==> config.mk <==
export PLATFORM = sky130hd
export DESIGN_NAME = aoed_detect
export DESIGN_NICKNAME = d
export VERILOG_FILES = /design/src/shared/aoed_pkg.sv /design/src/core/aoed_report.sv /design/src/core/aoed_detect.sv
export SDC_FILE = /design/constraint.sdc
export NUM_CORES = 1
export LEC_CHECK = 0
export BUFFER_PORTS_ARGS = -buffer_cell sky130_fd_sc_hd__buf_2
export CAP_MARGIN = 20
export CORE_MARGIN = 2
export CORE_UTILIZATION = 35
export CTS_CLUSTER_DIAMETER = 80
export DETAILED_ROUTE_END_ITERATION = 7
export PLACE_DENSITY = 0.53
export SYNTH_ARGS = -nofsm -noshare
export SYNTH_HDL_FRONTEND = slang
export SYNTH_SLANG_ARGS = --single-unit
export TNS_END_PERCENT = 20
==> constraint.sdc <==
create_clock -name clk_in -period 6.3 [get_ports clk_in]
set_input_delay 0.315 -clock clk_in [delete_from_list [all_inputs] [get_ports clk_in]]
set_output_delay 0.315 -clock clk_in [all_outputs]
set_load 0.05 [all_outputs]
==> src/shared/aoed_pkg.sv <==
/*
 * aoed_pkg: error codes, clear attributes, register map and reset values
 * for the axis operation error detector.
 * assumes a 32-bit register port with byte addresses, one word per register.
 */
package aoed_pkg;
    localparam int unsigned AOED_NERR = 16;   // error kinds per axis
    localparam int unsigned AOED_AW   = 8;    // register address width

    // error kind index within an axis status word
    localparam int unsigned E_NREADY = 0;
    localparam int unsigned E_SOFF   = 1;
    localparam int unsigned E_MPWR   = 2;
    localparam int unsigned E_LIMP   = 3;
    localparam int unsigned E_LIMN   = 4;
    localparam int unsigned E_LIMB   = 5;
    localparam int unsigned E_SWP    = 6;
    localparam int unsigned E_SWN    = 7;
    localparam int unsigned E_SPD1   = 8;
    localparam int unsigned E_AXOP   = 11;
    localparam int unsigned E_ABEND  = 12;
    localparam int unsigned E_GRP    = 13;
    localparam int unsigned E_INTP   = 14;
    localparam int unsigned E_GPUL   = 15;

    typedef logic [AOED_NERR-1:0][15:0] aoed_code_t;
    // reported code of each error kind, index 15 first (packed, msb left)
    localparam aoed_code_t AOED_CODE = {
        16'h3034, 16'h3033, 16'h3032, 16'h3031,
        16'h3030, 16'h3027, 16'h3026, 16'h3025,
        16'h3021, 16'h3020, 16'h3012, 16'h3011,
        16'h3010, 16'h3005, 16'h3001, 16'h3000};
    // clear attribute per kind: one means software may clear it
    localparam logic [AOED_NERR-1:0] AOED_CLEARABLE = 16'hffff;

    // register map (byte addresses)
    localparam logic [AOED_AW-1:0] A_MASK    = 8'h00;
    localparam logic [AOED_AW-1:0] A_LAST    = 8'h04;
    localparam logic [AOED_AW-1:0] A_STAT    = 8'h10;
    localparam logic [AOED_AW-1:0] A_UPPER   = 8'h40;
    localparam logic [AOED_AW-1:0] A_LOWER   = 8'h60;
    localparam logic [AOED_AW-1:0] A_BLK     = 8'h20;  // span of one array
    localparam int unsigned        A_SHIFT   = 2;      // word stride

    localparam logic [15:0] MASK_RST  = 16'h0000;
    localparam logic [31:0] UPPER_RST = 32'h7fffffff;
    localparam logic [31:0] LOWER_RST = 32'h80000000;
endpackage : aoed_pkg

==> src/core/aoed_report.sv <==
/*
 * aoed_report: holds raised errors until each is handed to the host as
 * one code word with its axis number, one per cycle, an all-axes abend first, then lowest axis first.
 * assumes events are one-cycle pulses from the detector in the same clock.
 */
`timescale 1ns/10ps
module aoed_report
    import aoed_pkg::*;
#(
    parameter int unsigned NAXES = 4,
    parameter int unsigned XW    = 3
) (
    input  wire logic                              clk_in,
    input  wire logic                              nrst_in,
    input  wire logic [NAXES-1:0][AOED_NERR-1:0]   evt_in,
    input  wire logic                              all_in,
    output logic                                   rep_valid_out,
    output logic [15:0]                            rep_code_out,
    output logic [XW-1:0]                          rep_axis_out,
    output logic                                   rep_all_out
);
    typedef struct packed {
        logic [NAXES-1:0][AOED_NERR-1:0] pend;
        logic                            pall;
        logic                            vld;
        logic [15:0]                     code;
        logic [XW-1:0]                   axis;
        logic                            all;
    } aoed_rep_s;

    aoed_rep_s s_reg, s_next;
    logic      found;

    // pick one pending entry; new events always win over the take
    always_comb begin
        s_next     = s_reg;
        found      = 1'b0;
        s_next.vld = 1'b0;
        if (s_reg.pall) begin
            s_next.pall = 1'b0;
            s_next.vld  = 1'b1;
            s_next.code = AOED_CODE[E_ABEND];
            s_next.axis = '0;
            s_next.all  = 1'b1;            // all-axes indication
            found       = 1'b1;
        end
        for (int a = 0; a < NAXES; a++) begin
            for (int k = 0; k < AOED_NERR; k++) begin
                if (!found && s_reg.pend[a][k]) begin
                    found             = 1'b1;
                    s_next.pend[a][k] = 1'b0;
                    s_next.vld        = 1'b1;
                    s_next.code       = AOED_CODE[k];  // 16-bit code
                    s_next.axis       = XW'(a);
                    s_next.all        = 1'b0;
                end
            end
        end
        s_next.pend = s_next.pend | evt_in;
        s_next.pall = s_next.pall | all_in;
    end

    always_ff @(posedge clk_in or negedge nrst_in) begin
        if (!nrst_in) begin
            s_reg <= '0;
        end else begin
            s_reg <= s_next;
        end
    end

    assign rep_valid_out = s_reg.vld;
    assign rep_code_out  = s_reg.code;
    assign rep_axis_out  = s_reg.axis;
    assign rep_all_out   = s_reg.all;
endmodule : aoed_report

==> src/core/aoed_detect.sv <==
/*
 * aoed_detect: per-axis operation error detection with status, mask and
 * software limit registers, one interrupt and a code report stream.
 * assumes all inputs synchronous to clk_in and a single-cycle register port.
 */
//
// Contract
// - start without servo lock flags not-ready
// - servo off while busy flags error
// - servo-on with main power off flags
// - plus limit input active flags error
// - minus limit input active flags error
// - both limits active give distinct code
// - position above upper soft limit flags
// - position below lower soft limit flags
// - speed computation overflow gives three codes
// - internal fault gives axis or abend code
// - group change while busy/stop or unconnected
// - interpolation fault stops, flags other axes
// - group change during pulser flags error
// - each error carries a clearable attribute
`timescale 1ns/10ps
module aoed_detect
    import aoed_pkg::*;
#(
    parameter int unsigned NAXES = 4,
    parameter int unsigned XW    = 3,
    parameter int unsigned PW    = 32
) (
    input  wire logic                           clk_in,
    input  wire logic                           nrst_in,
    input  wire logic [AOED_AW-1:0]             addr_in,
    input  wire logic [31:0]                    wdata_in,
    input  wire logic                           wr_in,
    input  wire logic                           rd_in,
    output logic [31:0]                         rdata_out,
    output logic                                irq_out,
    input  wire logic [NAXES-1:0]               start_req_in,
    input  wire logic [NAXES-1:0]               servo_lock_in,
    input  wire logic [NAXES-1:0]               busy_in,
    input  wire logic [NAXES-1:0]               servo_on_req_in,
    input  wire logic [NAXES-1:0]               main_pwr_in,
    input  wire logic [NAXES-1:0]               lim_pos_in,
    input  wire logic [NAXES-1:0]               lim_neg_in,
    input  wire logic [NAXES-1:0][PW-1:0]       pos_in,
    input  wire logic [NAXES-1:0][2:0]          spd_ovf_in,
    input  wire logic [NAXES-1:0]               axis_fault_in,
    input  wire logic [NAXES-1:0]               abend_in,
    input  wire logic                           abend_all_in,
    input  wire logic [NAXES-1:0]               stop_req_in,
    input  wire logic [NAXES-1:0][NAXES-1:0]    grp_in,
    input  wire logic [NAXES-1:0]               connected_in,
    input  wire logic [NAXES-1:0]               interp_in,
    input  wire logic [NAXES-1:0]               pulser_en_in,
    output logic [NAXES-1:0]                    interp_stop_out,
    output logic                                rep_valid_out,
    output logic [15:0]                         rep_code_out,
    output logic [XW-1:0]                       rep_axis_out,
    output logic                                rep_all_out
);
    typedef struct packed {
        logic [NAXES-1:0][AOED_NERR-1:0] stat;
        logic [AOED_NERR-1:0]            mask;
        logic [NAXES-1:0][PW-1:0]        upper;
        logic [NAXES-1:0][PW-1:0]        lower;
        logic [NAXES-1:0]                lock_d;
        logic [NAXES-1:0]                limp_d;
        logic [NAXES-1:0]                limn_d;
        logic [NAXES-1:0]                swp_d;
        logic [NAXES-1:0]                swn_d;
        logic [NAXES-1:0][NAXES-1:0]     grp_d;
        logic [NAXES-1:0]                istop;
        logic [31:0]                     rdata;
    } aoed_det_s;

    aoed_det_s                        s_reg, s_next;
    logic [NAXES-1:0][AOED_NERR-1:0]  evt;
    logic [NAXES-1:0]                 fault;
    logic [NAXES-1:0]                 swp, swn, grp_chg;
    logic [15:0]                      last_code;
    logic [XW-1:0]                    last_axis;
    logic                             last_all;

    // true when addr falls in the array starting at base, returns slot
    function automatic logic in_blk(input logic [AOED_AW-1:0] adr,
                                    input logic [AOED_AW-1:0] base);
        return (adr >= base) && (adr < base + A_BLK) &&
               (32'(adr - base) >> A_SHIFT) < NAXES &&
               (adr[A_SHIFT-1:0] == '0);
    endfunction : in_blk

    function automatic int unsigned slot(input logic [AOED_AW-1:0] adr,
                                         input logic [AOED_AW-1:0] base);
        return 32'(adr - base) >> A_SHIFT;
    endfunction : slot

    // per-axis condition decode; lock loss, limits, soft limits and group changes are edge-qualified to give single pulses
    always_comb begin
        evt   = '0;
        fault = '0;
        for (int a = 0; a < NAXES; a++) begin
            swp[a] = $signed(pos_in[a]) > $signed(s_reg.upper[a]);
            swn[a] = $signed(pos_in[a]) < $signed(s_reg.lower[a]);
            grp_chg[a] = grp_in[a] != s_reg.grp_d[a];
            evt[a][E_NREADY] = start_req_in[a] & ~servo_lock_in[a];
            // host is expected to keep servo-on while busy
            evt[a][E_SOFF] = busy_in[a] & s_reg.lock_d[a]
                             & ~servo_lock_in[a];
            evt[a][E_MPWR] = servo_on_req_in[a] & ~main_pwr_in[a];
            // single-side codes only while the other side is quiet
            evt[a][E_LIMP] = lim_pos_in[a] & ~s_reg.limp_d[a]
                             & ~lim_neg_in[a];
            evt[a][E_LIMN] = lim_neg_in[a] & ~s_reg.limn_d[a]
                             & ~lim_pos_in[a];
            evt[a][E_LIMB] = lim_pos_in[a] & lim_neg_in[a]
                             & ~(s_reg.limp_d[a] & s_reg.limn_d[a]);
            evt[a][E_SWP] = swp[a] & ~s_reg.swp_d[a];
            evt[a][E_SWN] = swn[a] & ~s_reg.swn_d[a];
            evt[a][E_SPD1 +: 3] = spd_ovf_in[a];
            evt[a][E_AXOP] = axis_fault_in[a];
            evt[a][E_ABEND] = abend_in[a];
            // changing a group while moving or stopping, or naming a
            // missing axis, is refused only by flagging it
            evt[a][E_GRP] = grp_chg[a] & ((busy_in[a] | stop_req_in[a])
                            | |(grp_in[a] & ~connected_in));
            // host keeps groups fixed while pulser runs
            evt[a][E_GPUL] = grp_chg[a] & pulser_en_in[a];
            fault[a] = interp_in[a] & |evt[a][E_GPUL-1:0];
        end
        // a fault on one interpolating axis flags the others
        for (int a = 0; a < NAXES; a++) begin
            evt[a][E_INTP] = interp_in[a] & ~fault[a] & |fault;
        end
    end

    // register file, status sticky bits and edge history
    always_comb begin
        s_next       = s_reg;
        s_next.rdata = '0;
        s_next.istop = interp_in & {NAXES{|fault}};
        s_next.lock_d = servo_lock_in;
        s_next.limp_d = lim_pos_in;
        s_next.limn_d = lim_neg_in;
        s_next.swp_d  = swp;
        s_next.swn_d  = swn;
        s_next.grp_d  = grp_in;
        if (wr_in) begin
            if (addr_in == A_MASK) begin
                s_next.mask = wdata_in[AOED_NERR-1:0];
            end
            for (int a = 0; a < NAXES; a++) begin
                // non-clearable kinds ignore the clear write
                if (in_blk(addr_in, A_STAT) && slot(addr_in, A_STAT) == a) begin
                    s_next.stat[a] = s_reg.stat[a]
                        & ~(wdata_in[AOED_NERR-1:0] & AOED_CLEARABLE);
                end
                if (in_blk(addr_in, A_UPPER) && slot(addr_in, A_UPPER) == a) begin
                    s_next.upper[a] = wdata_in[PW-1:0];
                end
                if (in_blk(addr_in, A_LOWER) && slot(addr_in, A_LOWER) == a) begin
                    s_next.lower[a] = wdata_in[PW-1:0];
                end
            end
        end
        // set wins over a clear written in the same cycle
        s_next.stat = s_next.stat | evt;
        for (int a = 0; a < NAXES; a++) begin
            if (abend_all_in) begin
                s_next.stat[a][E_ABEND] = 1'b1;
            end
        end
        if (rd_in) begin
            if (addr_in == A_MASK) begin
                s_next.rdata = 32'(s_reg.mask);
            end
            if (addr_in == A_LAST) begin
                s_next.rdata = {last_all, 7'h00, 8'(last_axis), last_code};
            end
            for (int a = 0; a < NAXES; a++) begin
                if (in_blk(addr_in, A_STAT) && slot(addr_in, A_STAT) == a) begin
                    s_next.rdata = 32'(s_reg.stat[a]);
                end
                if (in_blk(addr_in, A_UPPER) && slot(addr_in, A_UPPER) == a) begin
                    s_next.rdata = 32'(s_reg.upper[a]);
                end
                if (in_blk(addr_in, A_LOWER) && slot(addr_in, A_LOWER) == a) begin
                    s_next.rdata = 32'(s_reg.lower[a]);
                end
            end
        end
    end

    always_ff @(posedge clk_in or negedge nrst_in) begin
        if (!nrst_in) begin
            s_reg       <= '0;
            s_reg.mask  <= MASK_RST;
            s_reg.upper <= {NAXES{PW'(UPPER_RST)}};
            s_reg.lower <= {NAXES{PW'(LOWER_RST)}};
        end else begin
            s_reg <= s_next;
        end
    end

    // code stream to the host; the last code is also kept for software
    aoed_report #(
        .NAXES (NAXES),
        .XW    (XW)
    ) u_report (
        .clk_in        (clk_in),
        .nrst_in       (nrst_in),
        .evt_in        (evt),
        .all_in        (abend_all_in),
        .rep_valid_out (rep_valid_out),
        .rep_code_out  (rep_code_out),
        .rep_axis_out  (rep_axis_out),
        .rep_all_out   (rep_all_out)
    );

    logic [15:0]   lc_reg;
    logic [XW-1:0] la_reg;
    logic          ll_reg;
    always_ff @(posedge clk_in or negedge nrst_in) begin
        if (!nrst_in) begin
            lc_reg <= '0;
            la_reg <= '0;
            ll_reg <= 1'b0;
        end else if (rep_valid_out) begin
            lc_reg <= rep_code_out;
            la_reg <= rep_axis_out;
            ll_reg <= rep_all_out;
        end
    end
    assign last_code = lc_reg;
    assign last_axis = la_reg;
    assign last_all  = ll_reg;

    // level interrupt: any unmasked sticky bit on any axis
    always_comb begin
        irq_out = 1'b0;
        for (int a = 0; a < NAXES; a++) begin
            irq_out = irq_out | |(s_reg.stat[a] & s_reg.mask);
        end
    end
    assign rdata_out       = s_reg.rdata;
    assign interp_stop_out = s_reg.istop;
endmodule : aoed_detect

### Word-level counts from Yosys, hierarchy flattened

Index checks and enable logic that the tools add are counted.

* output and inout port bits: 58
* input bits: 253
* logic and storage cells: 614
* bits in registers: 514

* bitwise logic cells: 141
* muxes and demuxes: 226
* reductions and logical operators: 177
* $lt $le $gt $ge: 17
* $add $sub $neg: 3
* eq/ne operators: 14

Operators with widths (count)
* 21-bit two-way mux: 65
* 32-bit two-way mux: 22
* 336-bit two-way mux: 1
* 30-bit by 2-bit == test with 1-bit output (second input constant): 6
* 1-bit two-way mux: 132
* 16-bit AND: 8
* 32-bit > comparator: 4
* 32-bit < comparator: 4
* 64-bit OR: 2
* 32-bit logical NOT: 3
* 16-bit two-way mux: 6
* 30-bit by 1-bit == test with 1-bit output (second input constant): 3
* 30-bit by 3-bit < comparator with 1-bit output (second input constant): 3
* 1-bit logical AND: 85
* 1-bit AND: 72
* 65-bit nonzero test: 1
* 1-bit logical NOT: 64
* 16-bit OR reduction: 4
* 14-bit OR reduction: 4
* 1-bit inverter: 40
* 4-bit AND: 5
* 4-bit OR reduction: 5
* 2-bit AND reduction: 9
* 8-bit by 7-bit subtractor with 9-bit output (second input constant): 2
* 14 further kinds: 28

### Longest topological paths before layout

Gate-level depths: netlist of run 1.

* word-level depth: 194
* gate-level depth with buffers: 12
* depth with buffers taken out: 12

### Hierarchy

Synthesis of run 1 repeated with hierarchy kept, for this count alone.

* cells, all modules: 2824
* area total of the unflattened synthesis: 29388.2 um^2

Modules (own cells, without submodules)
* aoed_detect: area an instance 25334.3 um^2, cells each 2394, instances 1
* aoed_report: area an instance 4053.9 um^2, cells each 430, instances 1

### Least setup slack after synthesis of run 1

No wires, ideal clock.

* path type: reg-to-reg
* start: register s_reg[254] in the netlist's numbering
* end: register u_report.s_reg[84] in the netlist's numbering
* library setup time: 121 ps
* clock period less this slack: 2978 ps
* buffers on the path: 0
* path slack: 3322 ps
* data required time: 6179 ps
* stages on the path, launching flop included: 12
* data arrival time: 2857 ps
* cells stage by stage: dfstp_2 > inv_1 > ha_1 > a2111oi_0 > nand2_1 > a31oi_1 > o311ai_1 > nor3_1 > mux2i_1 > a21oi_1 > or3_1 > a22o_1

RTL lines
* start: declaration: line aoed_detect.sv:76 `aoed_det_s s_reg, s_next;`
* start signal: assignment: line aoed_detect.sv:200 `s_reg <= s_next;`
* end signal: assignment: line aoed_report.sv:67 `s_reg <= s_next;`
* end: declaration: line aoed_report.sv:31 `aoed_rep_s s_reg, s_next;`

==> qor.yml, run 1 <==
worstSetupStartpointType: "register"
dieHeight_microns: 289
tightest_slew_ns: 1.16
cts.htree.levels: 2
min_path_type: "in2reg"
p_leak_nw: 14.2
area_growth_pct: 17.7
drcViolationCount: 0
powerDensity_nw_per_um2: 229
core-area_sq_um: 80400
finalCriticalPeriod_ns: 4.27
yosys_warnings: 0
setup-violations-final: 0
cts_tree: "done"
io-pin-count: 311
syn_area_sq_um: 28400
cts_sinks: 492
synth.most_common_cell: "dfrtp_1"
path_max_fanout: 5
cp-end-kind: "register"
ff_latch_area_sq_um: 12500
yosysTopAreaCellShare_pct: 32.1
wirelength_mm: 115
via_per_inst: 5.69
yosys-top-cells-area: "dfrtp_1, dfstp_2, ha_1, mux2_2, inv_1"
synth_common_cells: "dfrtp_1, inv_1, mux2_2"
synthArstFlopShare_pct: 100
grt_max_degree: 138
avgSynthCellArea_sq_um: 10.3
overflow: 0
required_ns: 6.81
portBuffers: 300
synthCells: 2757
maxCapViolations: 0
finalWorstSetupSlack_ns: 2.03
drt_iter0_drc: 2025
drive_gt1_share_pct: 27.7
final_cell_area_sq_um: 33400
period_share_pct: 67.8
rsz0062_at_grt: "no"
die_x_microns: 289
dominantRegCellSynth: "dfrtp_1"
placementRows: 104
synth.yosys.seq_area_share_pct: 44.0
n_fill_cell: 7859
die-area_sq_um: 83300
postLayoutCoreUtil_pct: 41.5
vdd_drop_max_mv: 0.205
arrival_ns: 4.78
report.final.slew_viol_count: 0
cts_root_buf: "clkbuf_16"
fin_tns_setup_ns: 0
place_congestion: 0.958
post-cts-setup-buffers: 0
synth_area_leader_cell: "dfrtp_1"
track_usage_pct: 27.3
grt_antenna_before_repair: 11
cts_buffers: 59
place_hpwl_mm: 89.5
slew_headroom_pct: 22.5
largest_reg_flops: 372
drtAntennaViolNets: 0
clk_latency_ns: 0.65
pre_cts_slack_ns: 2.16
multi_input_area_sq_um: 14100
max_freq_mhz: 234
hold_viol: 0
ys_types: 76
synth-edff-count: 0
synth_seq_cells: 492
start_util_pct: 35.3
clkTransAtPathRegs_ns: 0.06
clk_path_buf_depth: 3
wire_per_inst_microns: 27.6
nNetsFinal: 3583
dpl-instance-area_sq_um: 30800
grt_pass1_vias: 24000
via_count: 23800
holdWs_ns: 0.0214
path_class: "reg2reg"
dr.pass1.iters: 8
status: "completed"
skew_ns: 0.0394
grt_pass1_wl_mm: 165
[where the power goes]
group	internal, W	switching [W]	total (W)
Combinational	0.000290	0.000529	0.000819
Sequential	0.00324	0.0000587	0.00330
Clock	0.00208	0.00145	0.00353
[per-layer routing]
layer  vias up  track usage, %  part of all wire, %
li1      10600               -                    -
met3       178            5.10                  7.5
met2       969            44.5                   46
met1     12100            36.2                   42
met5         -               0                0.062
met4        12            9.96                  3.8
[layout make-up]
cell class                      count  share of cell area, %
Multi-Input combinational cell   1825                   42.2
Sequential cell                   492                   37.4
Timing Repair Buffer              390                   7.09
Clock buffer                       88                   5.14
Tap cell                         1060                   3.97
Inverter                          305                   3.43
Clock inverter                     23                  0.810
Antenna cell                        2                 0.0150
[layout by cell type (no fill, tap or decap), types with 16 or more instances in the layout]
cell type / synthesis / final
a21o_1: 58 / 58
nand4_1: 51 / 51
dfrtp_1: 364 / 364
nand3_1: 75 / 75
inv_1: 305 / 304
xnor2_1: 18 / 18
a222oi_1: 34 / 34
ha_1: 257 / 257
nand2_1: 196 / 196
dfstp_2: 128 / 128
dlygate4sd3_1: 0 / 57
a221oi_1: 41 / 41
clkbuf_16: 0 / 60
buf_2: 1 / 300
nor2_1: 109 / 101
a211oi_1: 16 / 16
mux2_2: 279 / 279
nor3_1: 45 / 42
a21oi_1: 117 / 117
buf_4: 57 / 29
a22oi_1: 53 / 53
o22ai_1: 18 / 18
a31oi_1: 20 / 20
o21ai_0: 159 / 159
nand2b_1: 41 / 41
clkbuf_1: 47 / 17
[logic make-up after synthesis]
| kind of cell | after synthesis | share of synthesized area [%] |
|---|---|---|
| AO/OA/AOI/OAI | 631 | 15.0 |
| XOR/XNOR | 18 | 0.556 |
| adder cells (fa/ha/maj) | 257 | 11.3 |
| buffers and inverters | 449 | 6.70 |
| flip-flops | 492 | 44.0 |
| multiplexers | 291 | 11.5 |
| other | 1 | 0.0132 |
| AND/OR/NAND/NOR | 618 | 10.9 |
[worst paths after layout]
kind / from / endpoint / depth (start not counted) / slack (ns)
max in group asynchronous: nrst_in / s_reg[48] / 3 / 4.58
max: s_reg[81] / u_report.s_reg[84] / 11 / 2.03
max reg2reg: s_reg[81] / u_report.s_reg[84] / 11 / 2.03
min: wdata_in[20] / s_reg[156] / 2 / 0.02
min reg2reg: u_report.s_reg[64] / u_report.s_reg[64] / 1 / 0.50
min in group asynchronous: nrst_in / s_reg[196] / 2 / 0.35
[what timing repair did]
action	in CTS	in global routing
endpoints found under the hold margin	167	0
gates resized for setup	0	0
hold buffers	57	0
[worst max-delay path, stage by stage (launching register included)]
cell and delay, ns:
dfrtp_1 0.45, inv_1 0.07, ha_1 0.29, a21oi_1 0.13
o21ai_0 0.43, a221oi_1 0.45, nor2_1 0.09, a211oi_1 0.43
mux2i_1 0.79, a31oi_1 0.33, or3_1 0.45, a22o_1 0.25
[stage by stage]
step,std cells,total power (W)
after floorplan,2766,0.00371
after global placement,4013,0.00412
after detailed placement,4015,0.00414
after CTS,4183,0.00770
after global routing,4185,0.00792
final,4185,0.00765
Note: power is estimated with default switching activity, not from simulation.
==> inputs of run 2 (changes only) <==
- ABC_AREA: not set -> 1
- PLACE_DENSITY: 0.53 -> 0.55
- clock period: 6.3 -> 3.8 ns (I/O delays scaled with it)
==> qor.yml, run 2 <==
status: "complete, but fails checks"
violations: "setup timing"
final_cell_mix: "nand2_1, inv_1, o21ai_0"
clkTransAtPathRegs_ns: 0.06
final_common_cell: "nand2_1"
place_hpwl_mm: 83.6
vdd_drop_max_mv: 0.355
hold_viol: 0
largest_reg_flops: 372
grt_pass1_vias: 25400
cts_buffers: 57
finalWorstSetupSlack_ns: -0.784
period_share_pct: 121
n_fill_cell: 8193
drt_iter0_drc: 1996
synth_common_cells: "nand2_1, inv_1, o21ai_0"
report.final.slew_viol_count: 0
rsz0062_at_grt: "yes"
finalCriticalPeriod_ns: 4.58
arrival_ns: 5.14
clk_latency_ns: 0.64
overflow: 0
p_leak_nw: 15.7
portBuffers: 300
cts.htree.levels: 2
fin_tns_setup_ns: -12.85
multi_input_area_sq_um: 13500
drtAntennaViolNets: 0
io-pin-count: 311
powerDensity_nw_per_um2: 361
skew_ns: 0.0317
nNetsFinal: 4379
ff_latch_area_sq_um: 12500
grt_antenna_before_repair: 9
core-area_sq_um: 80800
track_usage_pct: 24.7
die-area_sq_um: 84200
cpPeakStageDelay_ns: 0.38
avgSynthCellArea_sq_um: 8.39
grt_max_degree: 101
place_congestion: 0.997
dominantRegCellSynth: "dfrtp_1"
clk_path_buf_depth: 3
synthCells: 3416
power.total_w: 0.0126
worstSetupStartpointType: "register"
grt_pass1_wl_mm: 157
dieHeight_microns: 290
wire_per_inst_microns: 21.2
yosys-top-cells-area: "dfrtp_1, dfstp_2, ha_1, nand2_1, o21ai_0"
yosys_warnings: 0
placementRows: 104
cts_root_buf: "clkbuf_16"
required_ns: 4.35
slowest_stage: "dfrtp_1"
dr.pass1.iters: 8
synth.yosys.seq_area_share_pct: 43.5
ys_types: 57
path_max_fanout: 5
syn_area_sq_um: 28700
synthArstFlopShare_pct: 100
drcViolationCount: 0
min_path_type: "in2reg"
via_per_inst: 5.14
via_count: 25600
synth.most_common_cell: "nand2_1"
holdWs_ns: 0.0322
tightest_slew_ns: 1.04
max_freq_mhz: 218
maxCapViolations: 0
synth-edff-count: 0
cp-end-kind: "register"
path_class: "reg2reg"
die_x_microns: 290
area_growth_pct: 21.4
pre_cts_slack_ns: -0.835
setup-violations-final: 25
yosysTopAreaCellShare_pct: 31.8
slew_headroom_pct: 30.2
synth_area_leader_cell: "dfrtp_1"
synth_seq_cells: 492
drive_gt1_share_pct: 18.7
cts_tree: "done"
start_util_pct: 35.5
cts_sinks: 492
wirelength_mm: 105
==> run 2: worst max-delay path, delay by kind of cell (launching register included) <==
family	cells	cell delay, ns
flip-flops	1	0.38
AND/OR/NAND/NOR	35	4.07
==> run 2: through the flow <==
| step | area, sq um | utilization, % | instances |
|---|---|---|---|
| floorplan | 28700 | - | 3425 |
| global placement | 31900 | 39.4 | 4772 |
| detailed placement | 31900 | 39.4 | 4772 |
| CTS | 34700 | 42.9 | 4969 |
| global route | 34800 | 43.1 | 4977 |
| finish | 34800 | 43.1 | 4979 |
==> run 2: cells by family after synthesis <==
family          count (synthesis)  share of synthesized area, %
flops                         492                          43.5
compound gates                902                          18.3
fa+ha+maj                     257                          11.2
mux                             4                         0.153
other cells                     1                        0.0131
xor+xnor                       25                         0.764
simple gates                 1036                          16.2
buf+inv                       699                          9.87
==> run 2: power by group <==
part           total, W  leakage, nW  internal [W]  switching [W]
sequential      0.00546         5.63       0.00537      0.0000867
clock           0.00572        0.949       0.00337        0.00234
combinational   0.00139         9.11      0.000500       0.000885
total            0.0126         15.7       0.00924        0.00331
==> run 2: worst paths after layout <==
path	from	to	slack (ns)	depth (start not counted)
min in group asynchronous	nrst_in	s_reg[97]	0.25	2
min	wdata_in[28]	s_reg[196]	0.03	3
max in group asynchronous	nrst_in	s_reg[266]	2.49	3
min reg2reg	u_report.s_reg[41]	u_report.s_reg[41]	0.47	2
max	u_report.s_reg[24]	u_report.rep_axis_out[1]	-0.78	35
max reg2reg	u_report.s_reg[24]	u_report.rep_axis_out[1]	-0.78	35
==> run 2: layout make-up <==
cell class / count / area share [%]
Antenna cell: 2 / 0.0144
Clock buffer: 90 / 4.83
Clock inverter: 17 / 0.701
Inverter: 552 / 5.95
Multi-Input combinational cell: 2235 / 38.8
Sequential cell: 492 / 35.8
Tap cell: 1060 / 3.81
Timing Repair Buffer: 531 / 10.1
==> run 2: layer usage <==
metal  up-vias  global-route usage [%]  wire [microns]
met4        10                    7.32            3200
met5         -                       0              59
met1     12300                    31.9           45300
met3       163                    3.69            6180
met2       770                    42.6           50800
li1      12400                       -               -
==> run 2: timing repair <==
| action | CTS | global route |
|---|---|---|
| endpoints found under the hold margin | 173 | 0 |
| resized for setup | 13 | 7 |
| buffers inserted | 10 | 7 |
| hold buffers | 79 | 0 |
| pin swaps | 0 | 4 |
| setup endpoints to repair | 35 | 40 |
| cloned | 1 | 0 |
==> inputs of run 3 (changes only) <==
- CELL_PAD_IN_SITES_DETAIL_PLACEMENT: not set -> 2
- CELL_PAD_IN_SITES_GLOBAL_PLACEMENT: not set -> 2
- CORE_MARGIN: 2 -> not set
- CORE_UTILIZATION: 35 -> 33
- PLACE_DENSITY: 0.55 -> 0.79
==> qor.yml, run 3 (synthesis gave the netlist of run 2 again) <==
status: "complete, but fails checks"
violations: "setup timing"
p_sw_w: 0.00357
largest_reg_flops: 372
final_common_cell: "nand2_1"
arrival_ns: 5.50
wl_met2_mm: 67.0
fin_tns_setup_ns: -21.13
cts_tree: "done"
dieHeight_microns: 297
p_int_w: 0.00927
clkTransAtPathRegs_ns: 0.07
min_path_type: "in2reg"
wirelength_mm: 132
area_growth_pct: 23.6
crit_buf_inv: 2
final_cell_mix: "nand2_1, inv_1, o21ai_0"
path_max_fanout: 6
clk_path_buf_depth: 3
cts_buffers: 59
drt_iter0_drc: 1495
highest_layer: "met5"
path_class: "reg2reg"
finalCriticalPeriod_ns: 4.91
die_x_microns: 297
nNetsFinal: 4433
swShare_pct: 27.8
via_per_inst: 5.40
holdWs_ns: 0.00714
track_usage_pct: 29.4
die-area_sq_um: 88100
cp-end-kind: "register"
cpPeakStageDelay_ns: 0.40
dr.pass1.iters: 5
vdd_drop_max_mv: 0.289
clk_latency_ns: 0.65
io-pin-count: 311
overflow: 0
final_cell_area_sq_um: 35400
comb_power_share_pct: 11.9
via_count: 27600
placementRows: 107
dpl-instance-area_sq_um: 32300
grt_antenna_before_repair: 8
crit_family: "simple AND/OR/NAND/NOR gates"
maxCapViolations: 0
drtAntennaViolNets: 0
clock_power_share_pct: 45.5
slew_headroom_pct: 31.3
hold_viol: 0
p_leak_nw: 16.0
pwr-share-seq_pct: 42.6
portBuffers: 300
skew_ns: 0.0269
slowest_stage: "dfrtp_1"
route.met3.wl_mm: 5.22
report.final.slew_viol_count: 0
tightest_slew_ns: 1.03
power.total_w: 0.0128
core-area_sq_um: 85500
place_congestion: 0.951
grt_pass1_wl_mm: 195
start_util_pct: 33.5
powerDensity_nw_per_um2: 362
worstSetupStartpointType: "register"
cts_root_buf: "clkbuf_16"
period_share_pct: 129
grt_max_degree: 104
wire_per_inst_microns: 25.7
max_freq_mhz: 204
wl_met1_mm: 52.5
setup-violations-final: 34
drive_gt1_share_pct: 20.3
drcViolationCount: 0
required_ns: 4.39
grt_pass1_vias: 31000
rsz0062_at_grt: "yes"
finalWorstSetupSlack_ns: -1.11
cts_sinks: 492
place_hpwl_mm: 98.8
pre_cts_slack_ns: -0.926
cts.htree.levels: 2
[run 3: cell types whose count changed in the layout (fill, tap and decap cells not counted), sizes merged]
cell / change
buf: +52
clkbuf: +4
clkinvlp: +3
bufinv: -2
inv: -2
clkinv: +1
[run 3: worst paths after layout]
kind | startpoint | end | slack (ns) | cells after the start
min in group asynchronous | nrst_in | s_reg[128] | 0.28 | 2
max in group asynchronous | nrst_in | s_reg[50] | 2.42 | 3
hold / removal | main_pwr_in[3] | u_report.s_reg[72] | 0.007 | 4
setup / recovery | u_report.s_reg[24] | u_report.rep_code_out[2] | -1.11 | 36
setup reg to reg | u_report.s_reg[24] | u_report.rep_code_out[2] | -1.11 | 36
hold reg to reg | s_reg[186] | s_reg[186] | 0.48 | 2
[run 3: worst reg2reg max path: cells and delay by family (launching register included)]
kind / cells / cell delay [ns]
and+or+nand+nor: 34 / 4.26
buffers and inverters: 2 / 0.20
DFF: 1 / 0.40
[run 3: metrics by stage]
step | std cells | util, %
4_1_cts | 5103 | 41.2
6_report | 5119 | 41.4
3_5_place_dp | 4896 | 37.7
2_1_floorplan | 3425 | -
3_3_place_gp | 4896 | 37.7
5_1_grt | 5118 | 41.4
[run 3: cell type report]
type                       instances  area, sq um
clock buffer                      94         1760
timing repair buffer             583         3930
inverter                         552         2080
antenna                            2         5.00
clock inverter                    17          171
fill                            9590        50100
tap                             1144         1430
multi-input combinational       2235        13600
sequential                       492        12500
[run 3: power by group through the flow]
stage,clock (W),combinational [W],sequential (W)
after detailed placement,0,0.00140,0.00555
after global placement,0,0.00133,0.00554
after CTS,0.00590,0.00150,0.00546
after floorplan,0,0.000650,0.00551
after global routing,0.00611,0.00167,0.00548
final,0.00584,0.00153,0.00547
[run 3: metal layers]
metal  track usage, %  up-vias
li1                 -    12500
met1             34.2    14200
met2             53.0      704
met3             3.72      277
met4             14.1        4
met5                0        -
[run 3: repair_timing]
action                                  in CTS  in global routing
endpoints found under the setup margin      38                 42
gates resized for setup                     26                 26
setup buffers                               16                 14
hold buffers                                79                  0
cloned                                       1                  0
pin swaps                                    5                  1
hold endpoints to repair                   198                  0
